==> src/hw/pdre_map.svh <==
// Constants of the delayed read engine: command codes, boundaries and reset values.
// Contract
// - Every read is queued as delayed and the initiator gets a retry.
// - Capture address, command and parity; byte enables when initiator data-ready.
// - Head request goes to the target bus only after posted writes drain.
// - Target-bus read uses the exact captured address and command.
// - Non-prefetch drives captured byte enables; prefetch drives all zero.
// - Target retry makes the engine repeat the read until data or error.
// - After data then master end or disconnect, no further fetch attempts.
// - Attempts count against a programmable limit; reaching it reports system error.
// - Retry-limit system error drives the pin only when its enable is set.
// - Returned data goes into the read data buffer facing the initiator.
// - One DWORD accepted every clock; no master wait states.
// - Data goes out only when fetched, at buffer head, writes ordered.
// - Memory read, line and multiple match each other.
// - Disconnect with the last DWORD; leftover data is discarded on early stop.
// - Flow-through starts when repeat takes prefetch data while fetch runs.
// - Flow-through ends on initiator stop, 4KB boundary or full buffer.
// - Empty flow-through buffer disconnects the initiator with data.
// - After that, timeout discards leftovers; discard at once if others wait.
// - Master timeout runs while completion waits; expiry discards, may signal error.
// - Up to four outstanding delayed reads are held.
// - A read matching a queued one is not queued again.
// - Prefetch stops at boundary from command and cache line size.
// - I/O, config and non-prefetch memory reads move exactly one DWORD.
`ifndef PDRE_MAP_SVH
`define PDRE_MAP_SVH
`define PDRE_CMD_IO_RD     4'h2
`define PDRE_CMD_MEM_RD    4'h6
`define PDRE_CMD_CFG_RD    4'ha
`define PDRE_CMD_MEM_RDM   4'hc
`define PDRE_CMD_MEM_RDL   4'he
`define PDRE_DTQ_DEPTH     4
`define PDRE_RDB_DEPTH     4
`define PDRE_BND_DEF_LINE  11'h010
`define PDRE_BND_DEF_MULT  11'h020
`define PDRE_BND_FLOW      11'h400
`define PDRE_RETRY_LIM_DEF 32'h0100_0000
`define PDRE_MTO_DEF       16'h8000
`endif

==> src/hw/pdre_pkg.sv <==
// Types shared by the delayed read engine.
`default_nettype none
package pdre_pkg;
	typedef struct packed {
		logic [31:0] addr;
		logic [3:0]  cmd;
		logic        par;
		logic        pf;
	} pdre_req_t;
	typedef struct packed {
		logic [31:0] addr;
		logic [3:0]  cmd;
		logic        par;
		logic        pf;
		logic [3:0]  be;
	} pdre_entry_t;
	typedef enum logic [1:0] {
		PDRE_I_IDLE = 2'b00,
		PDRE_I_BE   = 2'b01,
		PDRE_I_XFER = 2'b10
	} pdre_ist_t;
	typedef enum logic [1:0] {
		PDRE_M_IDLE = 2'b00,
		PDRE_M_ADDR = 2'b01,
		PDRE_M_DATA = 2'b10,
		PDRE_M_DONE = 2'b11
	} pdre_mst_t;
endpackage
`default_nettype wire

==> src/hw/pdre_engine.sv <==
// Delayed read engine: request queue, target-bus master, read data buffer and delivery.
`include "pdre_map.svh"
`default_nettype none

// ==========================================================
// Read data buffer
module pdre_fifo #(
	parameter int WIDTH = 32,
	parameter int DEPTH = 4
) (
	input  wire logic             clk,       // Clock.
	input  wire logic             reset,     // Asynchronous reset.
	input  wire logic             flush,     // Drop all contents.
	input  wire logic             in_valid,  // Write request.
	output logic                  in_ready,  // Space available.
	input  wire logic [WIDTH-1:0] in_data,   // Write data.
	output logic                  out_valid, // Data available.
	input  wire logic             out_ready, // Read request.
	output logic      [WIDTH-1:0] out_data,  // Head data.
	output logic [$clog2(DEPTH):0] count     // Words held.
);
	localparam int AW = $clog2(DEPTH);
	logic [WIDTH-1:0] mem [DEPTH];
	logic [AW-1:0]    wr_ptr;
	logic [AW-1:0]    rd_ptr;
	logic             push;
	logic             pop;

	// Handshakes on both sides.
	assign in_ready  = (count != (AW + 1)'(DEPTH));
	assign out_valid = (count != '0);
	assign push      = in_valid && in_ready && !flush;
	assign pop       = out_valid && out_ready && !flush;
	assign out_data  = mem[rd_ptr];

	// Storage carries no reset; only the pointers and count need a defined state.
	always_ff @(posedge clk)
	begin
		if (push)
			mem[wr_ptr] <= in_data;
	end

	// Pointers and occupancy.
	always_ff @(posedge clk or posedge reset)
	begin
		if (reset)
		begin
			wr_ptr <= '0;
			rd_ptr <= '0;
			count  <= '0;
		end
		else if (flush)
		begin
			wr_ptr <= '0;
			rd_ptr <= '0;
			count  <= '0;
		end
		else
		begin
			if (push)
				wr_ptr <= (wr_ptr == AW'(DEPTH - 1)) ? '0 : wr_ptr + 1'b1;
			if (pop)
				rd_ptr <= (rd_ptr == AW'(DEPTH - 1)) ? '0 : rd_ptr + 1'b1;
			count <= count + {{AW{1'b0}}, push} - {{AW{1'b0}}, pop};
		end
	end
endmodule

// ==========================================================
// Engine top
module pdre_engine (
	input  wire logic              clk,            // 10 MHz bus clock.
	input  wire logic              reset,          // Asynchronous reset, active high.
	input  wire logic              ini_start,      // Initiator address phase, one cycle.
	input  wire pdre_pkg::pdre_req_t ini_req,      // Address phase contents.
	input  wire logic              ini_frame,      // Initiator still in its transaction.
	input  wire logic              ini_irdy,       // Initiator data-ready.
	input  wire logic [3:0]        ini_be_n,       // First data phase byte enables.
	output logic                   ini_retry,      // Target retry, one cycle.
	output logic                   ini_trdy,       // Read data valid.
	output logic [31:0]            ini_data,       // Read data.
	output logic                   ini_disc,       // Disconnect with this data.
	output logic                   ini_abort,      // Target abort of the repeat.
	input  wire logic              pw_empty,       // No posted write ahead.
	input  wire logic [7:0]        cache_line,     // Cache line size in DWORDs.
	input  wire logic [31:0]       retry_limit,    // Attempt limit.
	input  wire logic [15:0]       mto_init,       // Master timeout reload.
	input  wire logic              serr_en,        // System error enable.
	output logic                   tgt_req,        // Target bus request.
	input  wire logic              tgt_gnt,        // Target bus grant.
	output logic                   tgt_frame,      // Transaction in progress.
	output logic                   tgt_addr_phase, // Address phase marker.
	output logic [31:0]            tgt_addr,       // Address.
	output logic [3:0]             tgt_cmd,        // Bus command.
	output logic                   tgt_par,        // Address parity.
	output logic                   tgt_irdy,       // Master data-ready.
	output logic [3:0]             tgt_be_n,       // Byte enables.
	input  wire logic              tgt_trdy,       // Target data valid.
	input  wire logic              tgt_stop,       // Target stop.
	input  wire logic              tgt_abort,      // Target or master abort.
	input  wire logic [31:0]       tgt_data,       // Target data.
	output logic                   primary_system_error_n, // System error, low one cycle.
	output logic                   dtq_full,       // All entries used.
	output logic                   flow_through    // Flow-through active.
);
	import pdre_pkg::*;

	pdre_entry_t  dtq [`PDRE_DTQ_DEPTH];
	logic [3:0]   dtq_vld;
	logic [1:0]   head;
	logic [1:0]   tail;
	logic [2:0]   dtq_cnt;
	pdre_ist_t    ist;
	pdre_mst_t    mst;
	pdre_entry_t  hd;
	pdre_entry_t  cap;
	logic [3:0]   hit_vec;
	logic         hit;
	logic         hit_head;
	logic         head_err;
	logic         abandon;
	logic         partial;
	logic         mstop;
	logic [31:0]  attempts;
	logic [29:0]  cur_dw;
	logic [15:0]  mto;
	logic         pop_entry;
	logic         discard;
	logic         rdb_in_ready;
	logic         rdb_out_valid;
	logic [31:0]  rdb_out_data;
	logic [2:0]   rdb_cnt;
	logic         rdb_push;
	logic         rdb_pop;
	logic         last_word;
	logic [10:0]  bnd;
	logic         at_bnd;
	logic         will_full;
	logic         req_pf;

	// Memory read, line and multiple fall in one class for matching.
	function automatic logic [3:0] cmd_class(input logic [3:0] c);
		cmd_class = (c == `PDRE_CMD_MEM_RDL || c == `PDRE_CMD_MEM_RDM) ? `PDRE_CMD_MEM_RD : c;
	endfunction

	assign hd = dtq[head];

	// Line and multiple reads always prefetch; I/O and configuration reads never do.
	assign req_pf = ini_req.cmd == `PDRE_CMD_MEM_RDL || ini_req.cmd == `PDRE_CMD_MEM_RDM
		|| (ini_req.cmd == `PDRE_CMD_MEM_RD && ini_req.pf);

	// Match the incoming request against every held entry.
	genvar g;
	generate
		for (g = 0; g < `PDRE_DTQ_DEPTH; g++)
		begin : g_match
			assign hit_vec[g] = dtq_vld[g] && dtq[g].addr == ini_req.addr
				&& cmd_class(dtq[g].cmd) == cmd_class(ini_req.cmd);
		end
	endgenerate
	assign hit      = |hit_vec;
	assign hit_head = hit_vec[head];

	// Prefetch boundary in DWORDs; a lone DWORD for non-prefetchable reads.
	always_comb
	begin
		if (flow_through)
			bnd = `PDRE_BND_FLOW;
		else if (!hd.pf)
			bnd = 11'h001;
		else if (cache_line == 8'h00 || cache_line == 8'h10)
			bnd = (hd.cmd == `PDRE_CMD_MEM_RDM) ? `PDRE_BND_DEF_MULT : `PDRE_BND_DEF_LINE;
		else
			bnd = (hd.cmd == `PDRE_CMD_MEM_RDM) ? {2'b00, cache_line, 1'b0}
				: {3'b000, cache_line};
	end

	// The next DWORD starts a new aligned block, so this one is the last.
	assign at_bnd    = ((cur_dw[10:0] + 11'h001) & (bnd - 11'h001)) == 11'h000;
	assign rdb_push  = mst == PDRE_M_DATA && tgt_trdy;
	assign rdb_pop   = ist == PDRE_I_XFER && ini_irdy && rdb_out_valid && !head_err;
	assign will_full = rdb_cnt == 3'(`PDRE_RDB_DEPTH - 1) && !rdb_pop;
	assign last_word = rdb_cnt == 3'h1 && !rdb_push;

	// Leftovers go when abandoned, stale, or others wait behind them.
	assign discard = mst == PDRE_M_DONE && ist != PDRE_I_XFER && dtq_vld[head]
		&& (abandon || (partial && dtq_cnt > 3'h1) || mto == 16'h0001);
	assign pop_entry = discard
		|| (ist == PDRE_I_XFER && mst == PDRE_M_DONE && rdb_pop && last_word)
		|| (ist == PDRE_I_XFER && head_err);

	pdre_fifo #(
		.WIDTH (32),
		.DEPTH (`PDRE_RDB_DEPTH)
	) read_data_buffer (
		.clk       (clk),
		.reset     (reset),
		.flush     (pop_entry),
		.in_valid  (rdb_push),
		.in_ready  (rdb_in_ready),
		.in_data   (tgt_data),
		.out_valid (rdb_out_valid),
		.out_ready (rdb_pop),
		.out_data  (rdb_out_data),
		.count     (rdb_cnt)
	);

	// ==========================================================
	// Delayed transaction queue
	always_ff @(posedge clk or posedge reset)
	begin
		if (reset)
		begin
			dtq_vld <= 4'h0;
			head    <= 2'h0;
			tail    <= 2'h0;
			dtq_cnt <= 3'h0;
			cap     <= '0;
			for (int i = 0; i < `PDRE_DTQ_DEPTH; i++)
				dtq[i] <= '0;
		end
		else
		begin
			if (ist == PDRE_I_IDLE && ini_start)
				cap <= '{ini_req.addr, ini_req.cmd, ini_req.par, req_pf, 4'h0};
			if (ist == PDRE_I_BE && ini_irdy)
			begin
				dtq[tail]     <= '{cap.addr, cap.cmd, cap.par, cap.pf, ini_be_n};
				dtq_vld[tail] <= 1'b1;
				tail          <= tail + 2'h1;
			end
			if (pop_entry)
			begin
				dtq_vld[head] <= 1'b0;
				head          <= head + 2'h1;
			end
			dtq_cnt <= dtq_cnt + {2'b00, ist == PDRE_I_BE && ini_irdy} - {2'b00, pop_entry};
		end
	end

	// Full flag for the outside; reserved space holds four entries.
	always_ff @(posedge clk or posedge reset)
	begin
		if (reset)
			dtq_full <= 1'b0;
		else
			dtq_full <= (dtq_cnt + {2'b00, ist == PDRE_I_BE && ini_irdy}
				- {2'b00, pop_entry}) == 3'(`PDRE_DTQ_DEPTH);
	end

	// ==========================================================
	// Initiator side: retry, capture, delivery
	always_ff @(posedge clk or posedge reset)
	begin
		if (reset)
		begin
			ist          <= PDRE_I_IDLE;
			ini_retry    <= 1'b0;
			ini_trdy     <= 1'b0;
			ini_data     <= 32'h0000_0000;
			ini_disc     <= 1'b0;
			ini_abort    <= 1'b0;
			flow_through <= 1'b0;
			abandon      <= 1'b0;
			partial      <= 1'b0;
		end
		else
		begin
			ini_retry <= 1'b0;
			ini_trdy  <= 1'b0;
			ini_disc  <= 1'b0;
			ini_abort <= 1'b0;
			if (pop_entry)
			begin
				abandon      <= 1'b0;
				partial      <= 1'b0;
				flow_through <= 1'b0;
			end
			unique case (ist)
				PDRE_I_IDLE:
				begin
					if (ini_start)
					begin
						// Hand out data only from the head, completed or still prefetching, with writes drained.
						if (hit_head && pw_empty && (head_err || (rdb_out_valid
							&& (mst == PDRE_M_DONE || (hd.pf && mst == PDRE_M_DATA)))))
						begin
							ist          <= PDRE_I_XFER;
							flow_through <= mst == PDRE_M_DATA;
							partial      <= 1'b0;
						end
						else if (hit || dtq_cnt == 3'(`PDRE_DTQ_DEPTH))
							ini_retry <= 1'b1;
						else
							ist <= PDRE_I_BE;
					end
				end
				PDRE_I_BE:
				begin
					if (ini_irdy)
					begin
						ini_retry <= 1'b1;
						ist       <= PDRE_I_IDLE;
					end
				end
				PDRE_I_XFER:
				begin
					if (head_err)
					begin
						ini_abort <= 1'b1;
						ist       <= PDRE_I_IDLE;
					end
					else if (!ini_frame)
					begin
						// Initiator quit early: whatever is left is thrown away.
						abandon <= 1'b1;
						ist     <= PDRE_I_IDLE;
					end
					else if (rdb_pop)
					begin
						ini_trdy <= 1'b1;
						ini_data <= rdb_out_data;
						if (last_word)
						begin
							ini_disc <= 1'b1;
							partial  <= mst != PDRE_M_DONE;
							ist      <= PDRE_I_IDLE;
						end
					end
				end
				default:
					ist <= PDRE_I_IDLE;
			endcase
		end
	end

	// ==========================================================
	// Target side master
	always_ff @(posedge clk or posedge reset)
	begin
		if (reset)
		begin
			mst            <= PDRE_M_IDLE;
			tgt_req        <= 1'b0;
			tgt_frame      <= 1'b0;
			tgt_addr_phase <= 1'b0;
			tgt_addr       <= 32'h0000_0000;
			tgt_cmd        <= 4'h0;
			tgt_par        <= 1'b0;
			tgt_irdy       <= 1'b0;
			tgt_be_n       <= 4'hf;
			attempts       <= 32'h0000_0000;
			cur_dw         <= 30'h0000_0000;
			head_err       <= 1'b0;
			mstop          <= 1'b0;
		end
		else
		begin
			tgt_addr_phase <= 1'b0;
			if (pop_entry)
			begin
				mst      <= PDRE_M_IDLE;
				attempts <= 32'h0000_0000;
				head_err <= 1'b0;
				tgt_frame <= 1'b0;
				tgt_irdy  <= 1'b0;
				tgt_req   <= 1'b0;
			end
			else
			begin
				unique case (mst)
					PDRE_M_IDLE:
					begin
						tgt_req <= dtq_vld[head] && pw_empty;
						if (tgt_req && tgt_gnt && pw_empty)
						begin
							mst            <= PDRE_M_ADDR;
							tgt_req        <= 1'b0;
							tgt_frame      <= 1'b1;
							tgt_addr_phase <= 1'b1;
							tgt_addr       <= hd.addr;
							tgt_cmd        <= hd.cmd;
							tgt_par        <= hd.par;
							cur_dw         <= hd.addr[31:2];
							mstop          <= 1'b0;
						end
					end
					PDRE_M_ADDR:
					begin
						mst      <= PDRE_M_DATA;
						tgt_irdy <= 1'b1;
						tgt_be_n <= hd.pf ? 4'h0 : hd.be;
					end
					PDRE_M_DATA:
					begin
						if (tgt_abort)
						begin
							head_err  <= 1'b1;
							mst       <= PDRE_M_DONE;
							tgt_frame <= 1'b0;
							tgt_irdy  <= 1'b0;
						end
						else if (tgt_trdy)
						begin
							mstop  <= 1'b1;
							cur_dw <= cur_dw + 30'h1;
							// End at boundary, full buffer, initiator stop or target stop.
							if (at_bnd || will_full || abandon || tgt_stop)
							begin
								mst       <= PDRE_M_DONE;
								tgt_frame <= 1'b0;
								tgt_irdy  <= 1'b0;
							end
						end
						else if (tgt_stop)
						begin
							tgt_frame <= 1'b0;
							tgt_irdy  <= 1'b0;
							if (mstop)
								mst <= PDRE_M_DONE;
							else if (attempts + 32'h1 >= retry_limit)
							begin
								head_err <= 1'b1;
								mst      <= PDRE_M_DONE;
							end
							else
							begin
								attempts <= attempts + 32'h1;
								mst      <= PDRE_M_IDLE;
							end
						end
					end
					PDRE_M_DONE:
						tgt_be_n <= 4'hf;
					default:
						mst <= PDRE_M_IDLE;
				endcase
			end
		end
	end

	// ==========================================================
	// Master timeout and system error
	always_ff @(posedge clk or posedge reset)
	begin
		if (reset)
			mto <= 16'h0000;
		else if (mst != PDRE_M_DONE || ist == PDRE_I_XFER || !dtq_vld[head] || head_err)
			mto <= mto_init;
		else if (mto != 16'h0001)
			mto <= mto - 16'h0001;
	end

	// Limit failure and timeout discard of an undelivered head both report; the pin obeys its enable.
	always_ff @(posedge clk or posedge reset)
	begin
		if (reset)
			primary_system_error_n <= 1'b1;
		else
			primary_system_error_n <= !(serr_en && ((mst == PDRE_M_DATA && tgt_stop
				&& !tgt_trdy && !tgt_abort && !mstop && attempts + 32'h1 >= retry_limit)
				|| (discard && mto == 16'h0001 && !abandon && !partial)));
	end
endmodule
`default_nettype wire

==> config.mk <==
export PLATFORM = sky130hd
export DESIGN_NAME = pdre_engine
export DESIGN_NICKNAME = d
export VERILOG_FILES = /design/src/hw/pdre_pkg.sv /design/src/hw/pdre_engine.sv
export VERILOG_INCLUDE_DIRS = /design/src /design/src/hw
export SDC_FILE = /design/constraint.sdc
export NUM_CORES = 1
export LEC_CHECK = 0
export ABC_AREA = 1
export BUFFER_PORTS_ARGS = -buffer_cell sky130_fd_sc_hd__buf_2
export CORE_UTILIZATION = 60
export DETAILED_ROUTE_END_ITERATION = 10
export PLACE_DENSITY = 0.8
export REMOVE_ABC_BUFFERS = 1
export SYNTH_ARGS = -nofsm -noshare
export SYNTH_HDL_FRONTEND = slang
export SYNTH_SLANG_ARGS = --single-unit
==> constraint.sdc <==
create_clock -name clk -period 24.9 [get_ports clk]
set_clock_uncertainty 0.15 [all_clocks]
set_input_delay 4.98 -clock clk [delete_from_list [all_inputs] [get_ports clk]]
set_output_delay 4.98 -clock clk [all_outputs]
set_load 0.01 [all_outputs]
==> summary.md <==
| Metric | Value |
|---|---|
| Status | complete, no violations |
| Worst Hold Path Cells | 2 |
| Worst r2r dst | attempts[20] |
| GR Overflow Total | 0 |
| Max_slew headroom | 0.249 |
| Hpwl dp | 52,700 um |
| Total CTS buffers | 50 |
| Compound-Gate Fraction of Synth Area | 0.142 |
| P_leak | 0.0136 uW |
| Largest net degree at the start of global routing | 181 |
| Setup crit end kind | flip-flop |
| Wirelength, routed | 75,700 um |
| Core Box Area | 0.0420 sq mm |
| Initial antenna violation count | 3 |
| Worst-skew pair later-pin latency | 0.61 ns |
| Setup ws final | 17.24 ns |
| Critical Path Source Type | input port |
| Root buffer selected by CTS | clkbuf_16 |
| Post-CTS Setup Bufs | 0 |
| I/O pin total | 225 |
| DR vias/cell | ~5.9 |
| PortBufs | 224 |
| Synth Cell Area | 0.0256 sq mm |
| Pwr Total | 3200 uW |
| Most frequent cells in the layout | 684 x nand2_1, 398 x o21ai_0, 368 x dfrtp_1 |
| TritonCTS clock tree | done |
| Mapped Cells | 3,023 |
| Top post-synthesis cells by area | dfrtp_1 36%, edfxtp_1 15%, nand2_1 10% |
| First-pass GRT wire length | 119,000 um |
| WP data required | 25.21 ns |
| Setup CP Type | input port to flip-flop |
| Clk slew on worst S/H paths | 0.06 ns |
| Placed Area | 0.0271 sq mm |
| Xor/xnor cell area share of the yosys netlist | 0.0284 |
| Largest family of logic cells by synthesized area | simple AND/OR/NAND/NOR gates |
| Crit Reg-Reg Startpoint | attempts[0] |
| Die width | 208 um |
| Hold endpoint | ini_data[29] |
| Max Cap Viol | 0 |
| GR Util All Layers | 0.350 |
| Layout cells sized above 1 | 0.124 |
| Crit-path max FO | 25 |
| Fin. Hold Viols | 0 |
| RSZ-0062 raised after global routing | no |
| Most common cell after layout, fill and taps aside | nand2_1 |
| Clock sink count | about 500 |
| Remaining DRCs | 0 |
| Setup_tns | 0 ns |
| Hold path startpoint | ini_data[29] |
| Min cycle time layout | 7.66 ns |
| Die ar. | 0.0435 sq mm |
| Post-DR wirelength/cell | 20.0 um |
| Num rows | 75 |
| Worst VDD drop | 74.2 uV |
| Area share of the largest cell type after synthesis | 0.362 |
| Final Util | 0.685 |
| Yosys warning count | 0 |
| Area grow syn2layout | 12.5% |
| CP arrival | about 8 ns |
| Vias in the first global route | 21,627 |
| Max Slew Vio Count | 0 |
| Cell variety after synth | 53 |
| Setup slack, reg-to-reg | 19.51 ns |
| RePlAce Congestion | 0.999 |
| Place WS | 16.73 ns |
| Filler cells | around 3,400 |
| ANT nets after route | 0 |
| Simple-gate portion of the synthesized area | 0.209 |
| Drt first-iter violations | 2,574 |
| Multiplexer area fraction after synthesis | 0 |
| Flip-flop and latch count after synthesis | 503 |
| Starting density of the core | 0.609 |
| Post-cts resize count | 0 |
| Pwr Density | 111 mW/mm^2 |
| Adder-Cell Fraction of Synth Area | 0.0309 |
| HP Class | flip-flop to flip-flop |
| Crit share post-route | 0.308 |
| Worst-margin pin slew | 1.12 ns |
| Via count | 22,341 |
| Layout Nets | 3,399 |
| Die H | between 200 and 250 um |
| Fin area | 0.0288 sq mm |
| Sequential fraction of the synthesis area | 0.517 |
| CTS Buffer Depth | 3 |
| # H-tree levels | 2 |
| Worst Reg-to-Reg Cells | 25 |
| Setup Viol. Count Final | 0 |
| Mean Syn Cell Area | 8.46 sq um |
| Pre-antenna DRT Iters | 6 |
| Max Fclk | 131 MHz |
| CTS Hold Bufs | 0 |
| Synth area leader | dfrtp_1 |
## synthesized netlist by cell type, drive strengths merged
master     n
o211ai     7
dfstp      5
o2111ai    5
xor2      72
clkbuf    96
and3b      1
inv      359
nor2     269
a221oi     7
a211oi     3
o21ai    400
a31o       1
ha        60
o32ai     34
nor3      44
edfxtp   128
dfrtp    370
nand3    114
a22o       4
clkinv     2
o31ai      8
nor4      29
buf       27
o21a      16
a21oi     96
nor3b      1
or2       14
a31oi      3
nand3b     8
o2111a     2
o22ai     56
or3        1
xnor2     11
and3       1
a21boi     1
nand2    701
nand4     60
fa         2
a22oi      5
## per-layer routing
metal / track usage / up-vias / wire length (um)
met1: 0.494 / 10693 / 32000
li1: - / 10403 / -
met5: 0 / - / 27
met2: 0.550 / 1065 / 34700
met4: 0.120 / 4 / 2580
met3: 0.0604 / 176 / 6370
## state kept, by name, summed over array words and instances (netlist names), 4 cells and up
name and cells:
cap 38, dtq 168, attempts 32, dtq_vld 4, cur_dw 11, read_data_buffer.mem 128
tgt_be_n 4, tgt_addr 32, mto 16, tgt_cmd 4, ini_data 32
## cells by family after synthesis
family | Yosys count
and+or+nand+nor | 1243
AOI/OAI and AO/OA | 648
DFF | 503
buffers and inverters | 484
xor gates and xnor gates | 83
adders and majority gates | 62
## worst max-delay path, stage by stage
cell and delay, ns:
buf_2 0.07, inv_1 0.04, ha_1 0.30, a21oi_1 0.15, o21ai_0 0.18, nand2_1 0.11
o211ai_1 0.09, nand2_1 0.07, nand4_1 0.13, nand2_1 0.12, nand4_1 0.10, nor2_1 0.45
inv_1 0.25, nand2_1 0.76, o21ai_0 0.18
## through the flow
step | std cells | hold slack, ns
final | 3777 | 0.323
after global routing | 3777 | 0.339
after CTS | 3776 | 0.328
after detailed placement | 3683 | 0.311
after global placement | 3683 | 0.307
after floorplan | 2900 | 0.298
## power breakdown
| group | switching (uW) | total (uW) | internal [uW] |
|---|---|---|---|
| registers | 210 | 1290 | 1080 |
| logic | 761 | 1130 | 367 |
| clock network | 331 | 785 | 454 |
## worst max-delay path by stage
stage,startpoint,end,slack [ns]
after floorplan,reset,abandon,9.36
after global placement,retry_limit[3],attempts[13],16.83
after detailed placement,retry_limit[1],attempts[23],16.73
after CTS,retry_limit[1],attempts[22],17.34
after global routing,ini_irdy,tgt_addr[0],17.07
final,retry_limit[1],attempts[20],17.24
## area by class of cell
cell class                 instances  area (sq um)  share of cell area
tap                              539           674              0.0234
sequential                       503         13200               0.460
multi-input combinational       2036         10500               0.365
antenna                            1          2.50           0.0000869
clock inverter                    26           375              0.0130
clock buffer                      67          1340              0.0464
inverter                         361          1360              0.0473
timing repair buffer             244          1280              0.0446
No activity file was read; power rests on OpenSTA's default activity.
